==> config.mk <==
export PLATFORM = sky130hd
export DESIGN_NAME = diagnostic_object_store
export DESIGN_NICKNAME = d
export VERILOG_FILES = /design/src/diag_store_pkg.sv /design/src/diagnostic_object_store.sv
export VERILOG_INCLUDE_DIRS = /design/src
export SDC_FILE = /design/constraint.sdc
export NUM_CORES = 1
export LEC_CHECK = 0
export BUFFER_PORTS_ARGS = -buffer_cell sky130_fd_sc_hd__buf_2
export CAP_MARGIN = 20
export CORE_MARGIN = 2
export CORE_UTILIZATION = 43
export CTS_BUF_LIST = sky130_fd_sc_hd__clkbuf_2
export DETAILED_ROUTE_END_ITERATION = 12
export HOLD_SLACK_MARGIN = 0.08
export PLACE_DENSITY_LB_ADDON = 0.15
export SYNTH_ARGS = -nofsm -noshare
export SYNTH_HDL_FRONTEND = slang
export SYNTH_SLANG_ARGS = --single-unit
==> constraint.sdc <==
create_clock -name core_clk -period 2.9 [get_ports core_clk]
set_input_delay 0.58 -clock core_clk [delete_from_list [all_inputs] [get_ports core_clk]]
set_output_delay 0.58 -clock core_clk [all_outputs]
set_load 0.01 [all_outputs]
==> src/diag_store_cfg.svh <==
/*
  holds: register indices, command codes, field positions and reset
  values of the diagnostic object store.
  assumes: included by bare name wherever these values are needed.
*/
`ifndef DIAG_STORE_CFG_SVH
`define DIAG_STORE_CFG_SVH
// ----------------------------------------------------------------
// register indices (byte address is four times the index)
// ----------------------------------------------------------------
`define IDX_DIAG_STATE   8'h18
`define IDX_DIAG_ACK     8'h19
`define IDX_OUT_POLICY   8'h24
`define IDX_IN_IMAGE     8'h25
`define IDX_OUT_IMAGE    8'h26
`define IDX_OUT_FALLBACK 8'h2F
`define IDX_IN_POLICY    8'h30
`define IDX_IN_FALLBACK  8'h31
`define IDX_STORE_STATUS 8'h3F
// ----------------------------------------------------------------
// acknowledge codes
// ----------------------------------------------------------------
`define ACK_PERMIT       8'h00
`define ACK_DELETE_ALL   8'h02
`define ACK_DELETE_LAST  8'h05
`define ACK_DELETE_BLOCK 8'h06
// ----------------------------------------------------------------
// priorities, flag bits, policy codes
// ----------------------------------------------------------------
`define PRIO_HIGH        8'h01
`define PRIO_MEDIUM      8'h02
`define PRIO_LOW         8'h03
`define FLAG_EXTENDED    0
`define FLAG_CONCURRENT  4
`define FLAG_NEW_LAYOUT  7
`define FLAG_RESV_MASK   8'h6E
`define POL_ZERO         16'h0000
`define POL_HOLD         16'h0001
`define POL_SUBST        16'h0002
`define POL_RESET        32'h0000_0000
`define FALLBACK_RESET   32'h0000_0000
`define STAT_BLOCKED     0
`define STAT_PASSIVATED  1
`define STAT_ACKED       2
`define STAT_VALID       3
`endif

==> src/diag_store_pkg.sv <==
/*
  holds: the types carried between the store and its neighbours.
  assumes: nothing beyond a SystemVerilog compiler.
*/
`default_nettype none
package diag_store_pkg;
  // one incoming diagnostic event from the module's monitors
  typedef struct packed {
    logic        valid;    // one-cycle pulse
    logic [7:0]  prio;     // 01 high, 02 medium, 03 low
    logic [15:0] code;     // error code
    logic        extended; // detail record available
    logic        concur;   // further simultaneous events exist
  } diag_evt_t;
  // the single stored diagnostic entry
  typedef struct packed {
    logic [15:0] code;
    logic [7:0]  flags;
    logic [7:0]  prio;
  } diag_rec_t;
endpackage
`default_nettype wire

==> src/diagnostic_object_store.sv <==
/*
  holds: the diagnostic entry store with acknowledge logic, the
  substitute-value policies and the process data images, as an
  APB slave.
  assumes: diagnostic events and the fault level come from logic on
  core_clk; process input, I/O error and bus reset come from pins.
*/
// Decided for this implementation: register access over APB.
`timescale 1ns/10ps
`default_nettype none
`include "diag_store_cfg.svh"

// What this block does
// - hold eight-bit flags byte in diagnostic record
// - bit 0 flags extended detail record
// - bit 4 flags concurrent diagnostic events
// - bit 7 marks extended record layout
// - priority 01 high, 02 medium, 03 low
// - store exactly one diagnostic message
// - higher priority message replaces stored one
// - lower priority message dropped while higher stored
// - acknowledge write with code 02, 05 or 06 clears entry, marks acknowledged
// - code 00 permits all messages again
// - code 02 deletes all pending messages
// - code 05 deletes last pending message
// - code 05 releases passivated output if fault gone
// - code 06 deletes all and blocks reporting
// - read-write output bus-reset policy array
// - outputs use fallback only under substitute policy
// - read-write input I/O-error policy array
// - inputs use fallback only under substitute policy
module diagnostic_object_store #(
  parameter int ADDR_W = 12,  // apb address width
  parameter int PD_W   = 32   // process data length in bits
) (
  // clock and reset
  input  wire logic                    core_clk,
  input  wire logic                    rst_n,
  // apb slave
  input  wire logic                    psel,
  input  wire logic                    penable,
  input  wire logic                    pwrite,
  input  wire logic [ADDR_W-1:0]       paddr,
  input  wire logic [31:0]             pwdata,
  output var  logic [31:0]             prdata,
  output logic                         pready,
  output var  logic                    pslverr,
  // diagnostic sources
  input  wire diag_store_pkg::diag_evt_t diagEvt,
  input  wire logic                    faultActive,
  // process data
  input  wire logic [PD_W-1:0]         appOutData,
  input  wire logic [PD_W-1:0]         ioInPins,
  input  wire logic                    ioErrorPin,
  input  wire logic                    busResetPin,
  output var  logic [PD_W-1:0]         outImage,
  output var  logic [PD_W-1:0]         inImage
);

  // ----------------------------------------------------------------
  // helpers
  // ----------------------------------------------------------------
  // register index from a byte address, all ones if misaligned
  function automatic logic [7:0] regIdx(input logic [ADDR_W-1:0] a);
    regIdx = (a[1:0] == 2'b00) ? a[9:2] : 8'hFF;
  endfunction

  // policy element 0 governs the whole image
  function automatic logic [PD_W-1:0] applyPolicy(
    input logic [15:0]     pol,
    input logic [PD_W-1:0] subst,
    input logic [PD_W-1:0] held
  );
    if (pol == `POL_SUBST) begin
      applyPolicy = subst;
    end else if (pol == `POL_HOLD) begin
      applyPolicy = held;
    end else begin
      applyPolicy = '0;
    end
  endfunction

  // ----------------------------------------------------------------
  // pin synchronisers
  // ----------------------------------------------------------------
  logic [PD_W-1:0] ioInMeta_q;   // first stage, read by stage two
  logic [PD_W-1:0] ioIn_q;       // synchronised process inputs
  logic            ioErrMeta_q;  // first stage
  logic            ioErr_q;      // synchronised i/o error
  logic            busRstMeta_q; // first stage
  logic            busRst_q;     // synchronised bus reset

  // two flops for each pin level
  always_ff @(posedge core_clk or negedge rst_n) begin
    if (!rst_n) begin
      ioInMeta_q   <= '0;
      ioIn_q       <= '0;
      ioErrMeta_q  <= 1'b0;
      ioErr_q      <= 1'b0;
      busRstMeta_q <= 1'b0;
      busRst_q     <= 1'b0;
    end else begin
      ioInMeta_q   <= ioInPins;
      ioIn_q       <= ioInMeta_q;
      ioErrMeta_q  <= ioErrorPin;
      ioErr_q      <= ioErrMeta_q;
      busRstMeta_q <= busResetPin;
      busRst_q     <= busRstMeta_q;
    end
  end

  // ----------------------------------------------------------------
  // apb decode
  // ----------------------------------------------------------------
  wire logic       setupPh = psel && !penable;   // setup cycle
  wire logic       accPh   = psel && penable;    // access cycle
  wire logic [7:0] idx     = regIdx(paddr);      // register index
  wire logic       wrAcc   = accPh && pwrite;    // write commits
  wire logic       hitDiag = (idx == `IDX_DIAG_STATE);
  wire logic       hitAck  = (idx == `IDX_DIAG_ACK);
  wire logic       hitOPol = (idx == `IDX_OUT_POLICY);
  wire logic       hitIImg = (idx == `IDX_IN_IMAGE);
  wire logic       hitOImg = (idx == `IDX_OUT_IMAGE);
  wire logic       hitOFb  = (idx == `IDX_OUT_FALLBACK);
  wire logic       hitIPol = (idx == `IDX_IN_POLICY);
  wire logic       hitIFb  = (idx == `IDX_IN_FALLBACK);
  wire logic       hitStat = (idx == `IDX_STORE_STATUS);
  wire logic       mapped  = hitDiag | hitAck | hitOPol | hitIImg |
                             hitOImg | hitOFb | hitIPol | hitIFb |
                             hitStat;
  // zero wait states: answer in the first access cycle
  assign pready = accPh;

  // ----------------------------------------------------------------
  // acknowledge command decode
  // ----------------------------------------------------------------
  wire logic [7:0] ackCode = pwdata[7:0];
  wire logic ackWr    = wrAcc && hitAck;
  wire logic ackPerm  = ackWr && (ackCode == `ACK_PERMIT);
  wire logic ackAll   = ackWr && (ackCode == `ACK_DELETE_ALL);
  wire logic ackLast  = ackWr && (ackCode == `ACK_DELETE_LAST);
  wire logic ackBlock = ackWr && (ackCode == `ACK_DELETE_BLOCK);
  // depth one: all, last and block delete the same entry
  wire logic ackClr   = ackAll | ackLast | ackBlock;
  // unknown codes decode to nothing at all
  wire logic ackAny   = ackPerm | ackClr;

  // ----------------------------------------------------------------
  // diagnostic entry store
  // ----------------------------------------------------------------
  diag_store_pkg::diag_rec_t rec_q;   // the single entry
  diag_store_pkg::diag_rec_t rec_d;
  logic valid_q;      // entry holds a message
  logic blocked_q;    // reporting blocked by code 06
  logic acked_q;      // last entry was acknowledged
  logic passive_q;    // safety output passivated

  // legal priority only
  wire logic prioOk = (diagEvt.prio == `PRIO_HIGH) ||
                      (diagEvt.prio == `PRIO_MEDIUM) ||
                      (diagEvt.prio == `PRIO_LOW);
  // smaller code is higher priority; equal refreshes the entry
  wire logic outranks = !valid_q ||
                        (diagEvt.prio <= rec_q.prio);
  // an event never stores while reporting is blocked
  wire logic takeEvt = diagEvt.valid && prioOk && !blocked_q &&
                       outranks;

  // flags byte of the incoming event
  always_comb begin
    rec_d       = rec_q;
    rec_d.prio  = diagEvt.prio;
    rec_d.code  = diagEvt.code;
    rec_d.flags = '0;
    rec_d.flags[`FLAG_EXTENDED]   = diagEvt.extended;
    rec_d.flags[`FLAG_CONCURRENT] = diagEvt.concur;
    rec_d.flags[`FLAG_NEW_LAYOUT] = 1'b1;
  end

  // entry register: a new event wins over a clear in the same cycle
  always_ff @(posedge core_clk or negedge rst_n) begin
    if (!rst_n) begin
      rec_q   <= '0;
      valid_q <= 1'b0;
    end else if (takeEvt) begin
      rec_q   <= rec_d;
      valid_q <= 1'b1;
    end else if (ackClr) begin
      rec_q   <= '0;
      valid_q <= 1'b0;
    end
  end

  // acknowledged mark, cleared by the next stored message
  always_ff @(posedge core_clk or negedge rst_n) begin
    if (!rst_n) begin
      acked_q <= 1'b0;
    end else if (takeEvt) begin
      acked_q <= 1'b0;
    end else if (ackClr) begin
      acked_q <= 1'b1;
    end
  end

  // reporting block: set by 06, lifted by 00
  always_ff @(posedge core_clk or negedge rst_n) begin
    if (!rst_n) begin
      blocked_q <= 1'b0;
    end else if (ackBlock) begin
      blocked_q <= 1'b1;
    end else if (ackPerm) begin
      blocked_q <= 1'b0;
    end
  end

  // passivation: high-priority message passivates, 05 releases
  wire logic passSet = takeEvt && (diagEvt.prio == `PRIO_HIGH);
  wire logic passRel = ackLast && !faultActive;
  always_ff @(posedge core_clk or negedge rst_n) begin
    if (!rst_n) begin
      passive_q <= 1'b0;
    end else if (passSet) begin
      passive_q <= 1'b1;
    end else if (passRel) begin
      passive_q <= 1'b0;
    end
  end

  // ----------------------------------------------------------------
  // policy and fallback registers
  // ----------------------------------------------------------------
  logic [31:0]     outPol_q; // two 16-bit output policy elements
  logic [31:0]     inPol_q;  // two 16-bit input policy elements
  logic [PD_W-1:0] outFb_q;  // output fallback value
  logic [PD_W-1:0] inFb_q;   // input fallback value

  // software writes take effect in the access cycle
  always_ff @(posedge core_clk or negedge rst_n) begin
    if (!rst_n) begin
      outPol_q <= `POL_RESET;
      inPol_q  <= `POL_RESET;
      outFb_q  <= PD_W'(`FALLBACK_RESET);
      inFb_q   <= PD_W'(`FALLBACK_RESET);
    end else if (wrAcc) begin
      if (hitOPol) begin
        outPol_q <= pwdata;
      end
      if (hitIPol) begin
        inPol_q <= pwdata;
      end
      if (hitOFb) begin
        outFb_q <= pwdata[PD_W-1:0];
      end
      if (hitIFb) begin
        inFb_q <= pwdata[PD_W-1:0];
      end
    end
  end

  // ----------------------------------------------------------------
  // process data images
  // ----------------------------------------------------------------
  wire logic [15:0] outPolSel = outPol_q[15:0]; // element 0
  wire logic [15:0] inPolSel  = inPol_q[15:0];  // element 0
  // output: bus reset policy first, then passivation, then app
  wire logic [PD_W-1:0] outNext =
    busRst_q  ? applyPolicy(outPolSel, outFb_q, outImage) :
    passive_q ? '0 : appOutData;
  // input: i/o error policy, otherwise the synchronised pins
  wire logic [PD_W-1:0] inNext =
    ioErr_q ? applyPolicy(inPolSel, inFb_q, inImage) :
    ioIn_q;

  // image registers drive the ports directly
  always_ff @(posedge core_clk or negedge rst_n) begin
    if (!rst_n) begin
      outImage <= '0;
      inImage  <= '0;
    end else begin
      outImage <= outNext;
      inImage  <= inNext;
    end
  end

  // ----------------------------------------------------------------
  // read mux and bus answer
  // ----------------------------------------------------------------
  wire logic [31:0] statWord = {28'h0000000, valid_q, acked_q,
                                passive_q, blocked_q};
  wire logic [31:0] rdMux =
    hitDiag ? rec_q :
    hitOPol ? outPol_q :
    hitIImg ? 32'(inImage) :
    hitOImg ? 32'(outImage) :
    hitOFb  ? 32'(outFb_q) :
    hitIPol ? inPol_q :
    hitIFb  ? 32'(inFb_q) :
    hitStat ? statWord : 32'h0000_0000;

  // read data and error are captured in the setup cycle
  always_ff @(posedge core_clk or negedge rst_n) begin
    if (!rst_n) begin
      prdata  <= 32'h0000_0000;
      pslverr <= 1'b0;
    end else if (setupPh) begin
      prdata  <= pwrite ? 32'h0000_0000 : rdMux;
      // writes to read-only images are refused as errors
      pslverr <= !mapped || (pwrite && (hitDiag || hitIImg ||
                 hitOImg || hitStat));
    end
  end
endmodule
`default_nettype wire

Yosys cells after proc, flatten, opt, wreduce, memory -nomap -nowiden

Index checks and enable logic that the tools add are counted.

Logic and storage cells: 115
Flip-flop bits (word level): 329
Input bits: 143

Reduce and logical (&&, ||, !) cells: 35
Mux-type cells: 27
Bitwise gates (word level): 10
Equal/unequal tests: 21
Magnitude comparators: 1

Operator list:

| operator                                             | number |
|---|---|
| 2-to-1 mux 32 bit                                    | 17 |
| equality test 8 x 6 -> 1 bit, second input constant  | 7 |
| equality test 16 x 1 -> 1 bit, second input constant | 2 |
| equality test 16 x 2 -> 1 bit, second input constant | 2 |
| equality test 8 x 2 -> 1 bit, second input constant  | 3 |
| equality test 8 x 3 -> 1 bit, second input constant  | 2 |
| equality test 8 x 5 -> 1 bit, second input constant  | 2 |
| logical AND 1 bit                                    | 14 |
| bitwise OR 1 bit                                     | 10 |
| equality test 8 x 1 -> 1 bit, second input constant  | 1 |
| <= comparator 8 bit                                  | 1 |
| zero test 8 bit                                      | 1 |
| 2-to-1 mux 1 bit                                     | 8 |
| 2-to-1 mux 8 bit                                     | 1 |
| AND reduction 2 bit                                  | 4 |
| logical OR 1 bit                                     | 7 |
| != test 3 bit, second input constant                 | 2 |
| nonzero test 2 bit                                   | 3 |
| zero test 1 bit                                      | 5 |
| 2-to-1 mux 4 bit                                     | 1 |
| zero test 2 bit                                      | 1 |

Longest topological paths before layout

Gate-level depths: netlist of the first run.

Word-level depth: 13
Gate-level depth with buffers: 8
Depth with buffers taken out: 7

Worst setup path after synthesis of the first run

OpenSTA, ideal clock, no wires.

Path kind: input to register
Start: input paddr[6]
End: register outFb_q[10]
Cell stages on the path: 8
Required time: 2.773 ns
Arrival: 2.368 ns
Library setup time: 0.127 ns
Setup slack: 0.404 ns
Path through: buf_2 > or4b_1 > buf_2 > nor4_4 > and2_1 > buf_4 > buf_6 > mux2_1

Longest elaborated chain between the ends: 3

Ends and longest elaborated chain:

| what                                          | RTL line                       | text |
|---|---|---|
| start: declaration                            | diagnostic_object_store.sv:43  | `input wire logic [ADDR_W-1:0] paddr,` |
| 2-to-1 mux 8 bit                              | diagnostic_object_store.sv:65  | `regIdx = (a[1:0] == 2'b00) ? a[9:2] : 8'hFF;` |
| equality test 8 x 6 -> 1 bit (no source line) | n/a                            |  |
| AND reduction 2 bit (no source line)          | n/a                            |  |
| end signal: assignment                        | diagnostic_object_store.sv:242 | `` outFb_q <= PD_W'(`FALLBACK_RESET); `` |
| end signal: assignment                        | diagnostic_object_store.sv:252 | `outFb_q <= pwdata[PD_W-1:0];` |
| end: declaration                              | diagnostic_object_store.sv:234 | `logic [PD_W-1:0] outFb_q;` |

Every way passes these cells.
A chain may end at the register's enable or synchronous reset.

Worst setup path after layout of the first run

Start: register rec_q[5] in the netlist's numbering
End: register rec_q[16] in the netlist's numbering

Longest elaborated chain between the ends: 4

Ends and longest elaborated chain:

| what                                                           | RTL line                       | text |
|---|---|---|
| start: declaration                                             | diagnostic_object_store.sv:151 | `diag_store_pkg::diag_rec_t rec_q;` |
| start signal: assignment                                       | diagnostic_object_store.sv:186 | `rec_q <= rec_d;` |
| <= comparator 8 bit (*)                                        | diagnostic_object_store.sv:164 | `(diagEvt.prio <= rec_q.prio);` |
| logical OR 1 bit (*)                                           | diagnostic_object_store.sv:163 | `wire logic outranks = !valid_q \|\|` |
| logical AND 1 bit (*)                                          | diagnostic_object_store.sv:166 | `wire logic takeEvt = diagEvt.valid && prioOk && !blocked_q &&` |
| 2-to-1 mux 32 bit / nonzero test 2 bit (equally long branches) | n/a                            |  |

Every way passes the cells marked *; elsewhere a longest branch is shown, timed or not.

==> results of run 1 <==
-- final cells by class --
cell class / count / area share
clock buffers: 133 / 0.03633
repair buffers: 411 / 0.1620
multi-input cells: 692 / 0.2996
diodes: 3 / 0.0004097
flip-flops and latches: 323 / 0.4411
well taps: 442 / 0.03018
clock inverters: 14 / 0.008809
inverters: 105 / 0.02151
-- routing by layer --
layer | vias to the layer above | wire length [µm] | global-route usage
met4 | 0 | 1127 | 0.09449
met5 | - | 0 | 0
met3 | 74 | 3068 | 0.04931
li1 | 5259 | - | -
met1 | 5913 | 20310 | 0.3696
met2 | 499 | 21730 | 0.4404
-- power groups by stage --
stage                     sequential, mW  combinational, mW  clock, mW
after global placement              4.82              0.676          0
after floorplan                     4.81              0.265          0
final                               4.73              0.815       3.40
after CTS                           4.73              0.818       3.51
after global routing                4.75              0.898       3.77
after detailed placement            4.82              0.687          0
-- logic make-up after synthesis --
family / Yosys count / synth area share
adders and majority gates: 8 / 0.007018
DFF: 323 / 0.5667
muxes: 211 / 0.1598
AOI/OAI and AO/OA: 284 / 0.1430
and+or+nand+nor: 189 / 0.07018
buffers and inverters: 185 / 0.05334
-- synthesized netlist by cell type (all sizes together), types with 5 or more instances --
cell	number	area, µm²
ha	8	100.1
a22o	28	245.2
nor3	8	45.04
a221o	16	160.2
nand2	81	304.0
nor3b	5	37.54
o2111ai	22	192.7
nor4	9	92.59
a222oi	32	320.3
mux2i	78	780.8
nor2b	22	137.6
and3	8	50.05
dfrtp	323	8083
buf	36	201.4
mux2	133	1498
nor2	15	63.81
o21ai	53	265.3
nand2b	10	62.56
a22oi	19	142.6
inv	105	394.1
clkbuf	44	165.2
a21oi	53	265.3
nand4	13	81.33
o211ai	27	202.7
o22ai	14	87.58
-- flip-flops by register name, indices dropped and copies added, names as in the netlist, 27 cells and up --
name and count:
inFb_q 32, inImage 32, inPol_q 32, ioInMeta_q 32, ioIn_q 32, outFb_q 32, outImage 32, outPol_q 32
prdata 32, rec_q 27
-- through the flow --
step | total power, mW | instance area [µm²]
CTS | 9.059 | 18320
detailed placement | 5.505 | 16230
global route | 9.416 | 18320
floorplan | 5.073 | 14260
global placement | 5.492 | 16230
finish | 8.949 | 18320
-- worst max-delay path, delay by kind of cell (launching register included) --
kind / cells / cell delay [ns]
AO/OA/AOI/OAI: 3 / 1.06
flip-flops: 1 / 0.46
buffers and inverters: 2 / 0.31
adder cells (fa/ha/maj): 1 / 0.30
AND/OR/NAND/NOR: 1 / 0.20
multiplexers: 1 / 0.12
-- what timing repair did --
action                                 4_1_cts  5_1_grt
setup buffers                                0        0
endpoints found under the hold margin      300        0
hold buffers                               126        0
-- worst paths after layout --
kind                                 endpoint  cells after the start  slack [ns]      startpoint
max in group asynchronous         inImage[20]                      3        1.70           rst_n
min in group asynchronous       ioInMeta_q[3]                      2        0.31           rst_n
worst min register to register     ioIn_q[26]                      0        0.30  ioInMeta_q[26]
worst max register to register      rec_q[16]                      8        0.29        rec_q[5]
worst min-delay path                  pslverr                      5        0.25        paddr[5]
worst max-delay path                rec_q[16]                      8        0.29        rec_q[5]
-- cells in the final DEF, fill, tap and decap left out, types with 37 or more instances in the layout --
master,n
o21ai_0,53
mux2_2,96
nand2_1,81
buf_2,236
dfrtp_1,323
mux2i_1,78
mux2_1,37
inv_1,105
a21oi_1,53
dlygate4sd3_1,126
clkbuf_2,133
==> impl_metrics.yaml, run 1 <==
status:
  outcome: "finished, final reports clean"
place:
  dp_slack_ns: 0.1061
  port_buffers: 238
  gp_congestion: 0.8911
  dp.cells: 1847
  post-dp-hpwl_um: 29480
setup_path:
  crit_path_top_delay_cell: "o21ai_0"
  critical_path.max_fanout: 14
  worstPathArrival_ns: 3.34
  path_cells: "inv_1, ha_1, nand4_1, o21ai_0, o2111a_1, o31ai_4, buf_12, mux2i_1"
  worstSetupPathType: "reg2reg"
  cp-start-kind: "register"
  cp.required_ns: 3.63
  cpPeakStageDelay_ns: 0.49
  crit_path_end_kind: "register"
clock_tree:
  clock_sinks: 323
  cts_buffers: 86
  cts_buffer_depth: 3
  worst_skew_pair.late_latency_ns: 0.90
  cts-root-buf: "clkbuf_2"
  post_cts_resized: 0
  cts_tree: "yes"
  cts.reportedPaths.clkPinSlew_ns: 0.12
  htreeDepth: 3
power_and_ir_drop:
  p_switching_mw: 2.401
  intPower_mw: 6.548
  seqPwrFrac: 0.529
  p_per_area_mw_per_mm2: 488.4
  p_leak_nw: 9.459
  p_comb_frac: 0.091
  ir_drop_uv: 272.8
  switching_share: 0.2683
  clkPwrFrac: 0.380
floorplanning:
  initial_core_util: 0.4372
  dieArea_mm2: 0.03464
  die_w_um: 186.1
  core_area_mm2: 0.03262
  rows: 66
  ioPinCount: 241
  die_h_um: 186.1
synth:
  synth_edf_count: 0
  postSynthAreaPerCell_um2: 11.89
  netlist_instances: 1200
  yosys_warnings: 0
  synth-main-ff-cell: "dfrtp_1"
  synth_async_sr_flop_share: 1.000
  synth_area_mm2: 0.01426
  ys_seq_elements: 323
  synth_nets: 1351
  ys_seq_area_frac: 0.5667
  synth_cell_types: 52
routing:
  drt_wl_total_um: 46240
  via_per_inst: 5.532
  first_pass_iters: 5
  drt_iter0_markers: 921
  wire_per_inst_um: 21.78
  postRouteAntennaNets: 0
  vias: 11745
  drc: 0
timing:
  tns_ns: 0
  max_freq_mhz: 383.3
  finalHoldViolations: 0
  worst_slew_pin_slew_ns: 0.8201
  timing.final.ws_setup_ns: 0.2911
  rsz0062_at_grt: "false"
  fin_skew_ns: 0.06161
  slew_violations: 0
  slew_headroom: 0.4532
  min_period_ns: 2.609
  setup_viol: 0
  post-route-period-util: 0.8996
  holdWs_ns: 0.2507
global_routing:
  grt_pass1_vias: 12106
  antenna_found_initial: 3
  overflow: 0
  grt_max_degree: 81
  grt_pass1_wl_um: 70300
  grt_usage: 0.2721
layout:
  nNetsFinal: 1770
  utilization: 0.5617
  multi_input_area_mm2: 0.005490
  register_area_mm2: 0.008083
  nFillCells: 2873
  finalNonFillerCells: 2123
  syn2layout_area_growth_pct: 28.47
  drive_gt1_frac: 0.3206
hold_path:
  hold_class: "in2reg"
flow_run:
  max_cap_violations: 0
No activity file was read; power rests on OpenSTA's default activity.
==> run 2: changes to the inputs <==
--- a/config.mk
+++ b/config.mk
@@ -12,8 +12,10 @@
 export CORE_UTILIZATION = 43
 export CTS_BUF_LIST = sky130_fd_sc_hd__clkbuf_2
 export DETAILED_ROUTE_END_ITERATION = 12
+export GPL_TIMING_DRIVEN = 0
 export HOLD_SLACK_MARGIN = 0.08
 export PLACE_DENSITY_LB_ADDON = 0.15
+export RECOVER_POWER = 50
 export SYNTH_ARGS = -nofsm -noshare
 export SYNTH_HDL_FRONTEND = slang
 export SYNTH_SLANG_ARGS = --single-unit
==> impl_metrics.yaml, run 2 (synthesis gave the netlist of run 1 again) <==
hold_path:
  hold_class: "in2reg"
  hold_path_depth: 5
status:
  outcome: "complete, but fails checks"
  failed_checks: "max-capacitance violations, max-slew violations"
floorplanning:
  core_area_mm2: 0.03262
  ioPinCount: 241
  die_w_um: 186.1
  rows: 66
  initial_core_util: 0.4372
  die_h_um: 186.1
  dieArea_mm2: 0.03464
clock_tree:
  cts_buffer_depth: 3
  cts_buffers: 89
  cts-root-buf: "clkbuf_2"
  cts.reportedPaths.clkPinSlew_ns: 0.09
  cts_setup_buffers: 0
  clock_sinks: 323
  htreeDepth: 3
  cts_tree: "yes"
  worst_skew_pair.late_latency_ns: 0.99
global_routing:
  grt_pass1_vias: 12288
  grt_pass1_wl_um: 74930
  grt_max_degree: 104
  overflow: 0
  grt_usage: 0.2974
  antenna_found_initial: 2
setup_path:
  path_cells: "nor4b_1, nand4_1, nor3_1, clkbuf_1, a221o_1"
  cp.required_ns: 3.77
  crit_path_end_kind: "register"
  reg2reg_depth: 5
  critical_path.max_fanout: 10
  cp-start-kind: "register"
  crit_path_top_delay_cell: "clkbuf_1"
  worstSetupPathType: "reg2reg"
  worstPathArrival_ns: 3.68
  regToRegSetupSlack_ns: 0.08
  crit_cells: 5
  crit_buf_inv: 1
  worst_path_dominant_cell_family: "simple AND/OR/NAND/NOR gates"
  cpPeakStageDelay_ns: 0.89
layout:
  final_common_cell: "dfrtp_1"
  utilization: 0.5543
  syn2layout_area_growth_pct: 26.77
  stdcell_area_mm2: 0.01808
  nNetsFinal: 1803
  layout_common_cells: "dfrtp_1, buf_2, clkbuf_2"
  drive_gt1_frac: 0.3009
power_and_ir_drop:
  ir_drop_uv: 267.9
  p_leak_nw: 9.341
  p_per_area_mw_per_mm2: 484.7
  p_total_mw: 8.763
place:
  post-dp-hpwl_um: 33970
  placed_area_mm2: 0.01608
  gp_congestion: 0.9056
  port_buffers: 235
routing:
  drt_wl_total_um: 50720
  vias: 12132
  postRouteAntennaNets: 0
  drc: 0
  via_per_inst: 5.611
  drt_iter0_markers: 1100
  wire_per_inst_um: 23.46
  first_pass_iters: 6
timing:
  slew_headroom: -0.1531
  setup_viol: 0
  post-route-period-util: 0.9711
  rsz0062_at_grt: "false"
  finalHoldViolations: 0
  holdWs_ns: 0.2165
  worst_slew_pin_slew_ns: 1.730
  min_period_ns: 2.816
  fin_skew_ns: 0.07092
  slew_violations: 62
  max_freq_mhz: 355.1
flow_run:
  max_cap_violations: 1
-- run 2: worst paths after layout --
path / from / endpoint
worst min-delay path: diagEvt[22] / acked_q
worst max-delay path: inPol_q[4] / inImage[16]
min in group asynchronous: rst_n / inImage[0]
worst min register to register: ioInMeta_q[0] / ioIn_q[0]
max in group asynchronous: rst_n / inFb_q[21]
worst max register to register: inPol_q[4] / inImage[16]
-- run 2: per-stage QoR --
step                      setup WS [ns]  TNS (ns)  cells
after floorplan                  0.4043         0   1200
after global placement           -5.045  -1640.39   1877
final                           0.08377         0   2162
after global routing           0.006938         0   2162
after CTS                       0.08674         0   2160
after detailed placement        -0.3155    -20.60   1880
-- run 2: worst register-to-register path, stage by stage, from the launching register on --
cell      delay [ns]
dfrtp_1         0.43
nor4b_1         0.39
nand4_1         0.24
nor3_1          0.46
clkbuf_1        0.89
a221o_1         0.30
-- run 2: cell type report --
cell class	count	area [µm²]
Fill cell	2974	14540
Sequential cell	323	8083
Multi-Input combinational cell	692	5434
Timing Repair Buffer	361	2469
Clock buffer	138	690.7
Tap cell	442	553.0
Inverter	105	394.1
Buffer	80	370.4
Clock inverter	19	81.33
Antenna cell	2	5.005
-- run 2: repair_timing --
action,CTS,global route
hold endpoints to repair,536,0
setup endpoints to repair,31,19
hold buffers,123,0
resized for setup,3,10
pin swaps,0,0
-- run 2: metal layers --
metal  routed length, µm  vias up  part of all wire  GRT usage
met1               21390     6121              0.42     0.3924
met3                3863      103             0.076    0.06437
met5                   0        -                 0          0
met2               23830      584              0.47     0.4799
met4                1628        0             0.032     0.1178
li1                    -     5324                 -          -
-- run 2: where the power goes --
part | internal [mW] | switching [mW] | total (mW)
Sequential | 4.64 | 0.107 | 4.74
Combinational | 0.355 | 0.465 | 0.821
Clock | 1.25 | 1.95 | 3.20
Total | 6.24 | 2.52 | 8.76
==> run 3: changes to the inputs <==
==> constraint.sdc (replaced) <==
create_clock -name core_clk -period 2.5 [get_ports core_clk]
set_input_delay 0.5 -clock core_clk [delete_from_list [all_inputs] [get_ports core_clk]]
set_output_delay 0.5 -clock core_clk [all_outputs]
set_load 0.01 [all_outputs]
==> impl_metrics.yaml, run 3 (synthesis gave the netlist of run 1 again) <==
timing:
  slew_headroom: -0.1081
  slew_violations: 12
  worst_slew_pin_slew_ns: 1.662
  fin_skew_ns: 0.06892
  timing.final.ws_setup_ns: 0.02108
  finalHoldViolations: 0
  setup_viol: 0
  max_freq_mhz: 403.4
  min_period_ns: 2.479
  tns_ns: 0
  post-route-period-util: 0.9916
global_routing:
  top_usage_layer: "met2"
  overflow: 0
  grt_pass1_wl_um: 75540
  antenna_found_initial: 1
  grt_max_degree: 104
  grt_pass1_vias: 12367
  grt_usage: 0.3000
  gr-usage-met3: 0.06711
  grtUsageMet2: 0.4799
  grtUsageMet1: 0.3960
floorplanning:
  initial_core_util: 0.4372
  die_w_um: 186.1
  die_h_um: 186.1
  rows: 66
  dieArea_mm2: 0.03464
  ioPinCount: 241
  core_area_mm2: 0.03262
layout:
  nNetsFinal: 1828
  drive_gt1_frac: 0.3046
  utilization: 0.5649
  final_common_cell: "dfrtp_1"
  layout_common_cells: "dfrtp_1, buf_2, dlygate4sd3_1"
  finalNonFillerCells: 2188
  syn2layout_area_growth_pct: 29.20
routing:
  drt_wl_total_um: 51290
  drt_iter0_markers: 1069
  first_pass_iters: 7
  drc: 0
  wire_per_inst_um: 23.44
  vias: 12241
  postRouteAntennaNets: 0
  via_per_inst: 5.595
status:
  outcome: "complete, but fails checks"
  failed_checks: "max-capacitance violations, max-slew violations"
clock_tree:
  cts_buffer_depth: 3
  cts-root-buf: "clkbuf_2"
  cts.reportedPaths.clkPinSlew_ns: 0.09
  clock_sinks: 323
  cts_buffers: 89
  worst_skew_pair.late_latency_ns: 1.00
  cts_tree: "yes"
  htreeDepth: 3
hold_path:
  hold_class: "in2reg"
setup_path:
  cp.required_ns: 3.34
  crit_path_end_kind: "register"
  worstPathArrival_ns: 3.32
  worstSetupPathType: "in2reg"
  cp-start-kind: "input pin"
  critical_path.max_fanout: 10
power_and_ir_drop:
  clkPwrFrac: 0.364
  switching_share: 0.2885
  p_switching_mw: 2.950
  p_leak_nw: 9.498
  ir_drop_uv: 308.7
  p_per_area_mw_per_mm2: 554.9
  p_total_mw: 10.23
  p_comb_frac: 0.097
  seqPwrFrac: 0.538
  intPower_mw: 7.275
place:
  post-dp-hpwl_um: 33970
  port_buffers: 235
  dp.cells: 1880
  dp_slack_ns: -0.6355
  gp_congestion: 0.9056
flow_run:
  max_cap_violations: 1
-- run 3: final cells by class --
cell class,count,area (µm²)
clock buffers,138,690.7
multi-input cells,692,5469
fillers,2927,14190
diodes,3,7.507
repair buffers,386,2749
clock inverters,19,81.33
inverters,105,394.1
flip-flops and latches,323,8084
plain buffers,80,399.1
well taps,442,553.0
-- run 3: metrics by stage --
step / instance area (µm²) / hold WS [ns]
finish: 18430 / 0.1690
global route: 18420 / 0.1105
CTS: 18410 / 0.08868
detailed placement: 16080 / 0.3347
global placement: 15990 / 0.3329
floorplan: 14260 / 0.2044
-- run 3: what timing repair did --
action,4_1_cts,5_1_grt
hold buffers,147,0
gates resized for setup,23,10
hold endpoints to repair,543,0
endpoints found under the setup margin,80,58
buffers inserted,0,1
pin swaps,0,1
-- run 3: path summary, 6_finish.rpt --
kind	start	to	slack, ns	cells past startpoint
worst max-delay path	paddr[7]	prdata[29]	0.02	8
worst min-delay path	ioInPins[24]	ioInMeta_q[24]	0.17	2
worst max register to register	outPol_q[9]	outImage[12]	0.07	6
worst min register to register	ioInMeta_q[0]	ioIn_q[0]	0.31	0
max in group asynchronous	rst_n	rec_q[23]	0.25	4
min in group asynchronous	rst_n	outFb_q[15]	1.07	3
-- run 3: routing by layer --
layer / up-vias / part of all wire
li1: 5396 / -
met1: 6149 / 0.42
met2: 576 / 0.47
met3: 120 / 0.077
met4: 0 / 0.036
met5: - / 0
-- run 3: critical path, stage by stage --
cell and delay, ns:
dlygate4sd3_1 0.51, buf_2 0.19, or4b_1 0.46, buf_2 0.20, nor3_2 0.67, buf_2 0.45, a21oi_1 0.13, a22o_1 0.21
-- run 3: power groups by stage --
stage	combinational [mW]	clock, mW	sequential (mW)
2_1_floorplan	0.308	0	5.58
3_3_place_gp	0.774	0	5.60
3_5_place_dp	0.801	0	5.60
4_1_cts	0.987	3.82	5.50
5_1_grt	1.09	4.12	5.52
6_report	0.996	3.73	5.50
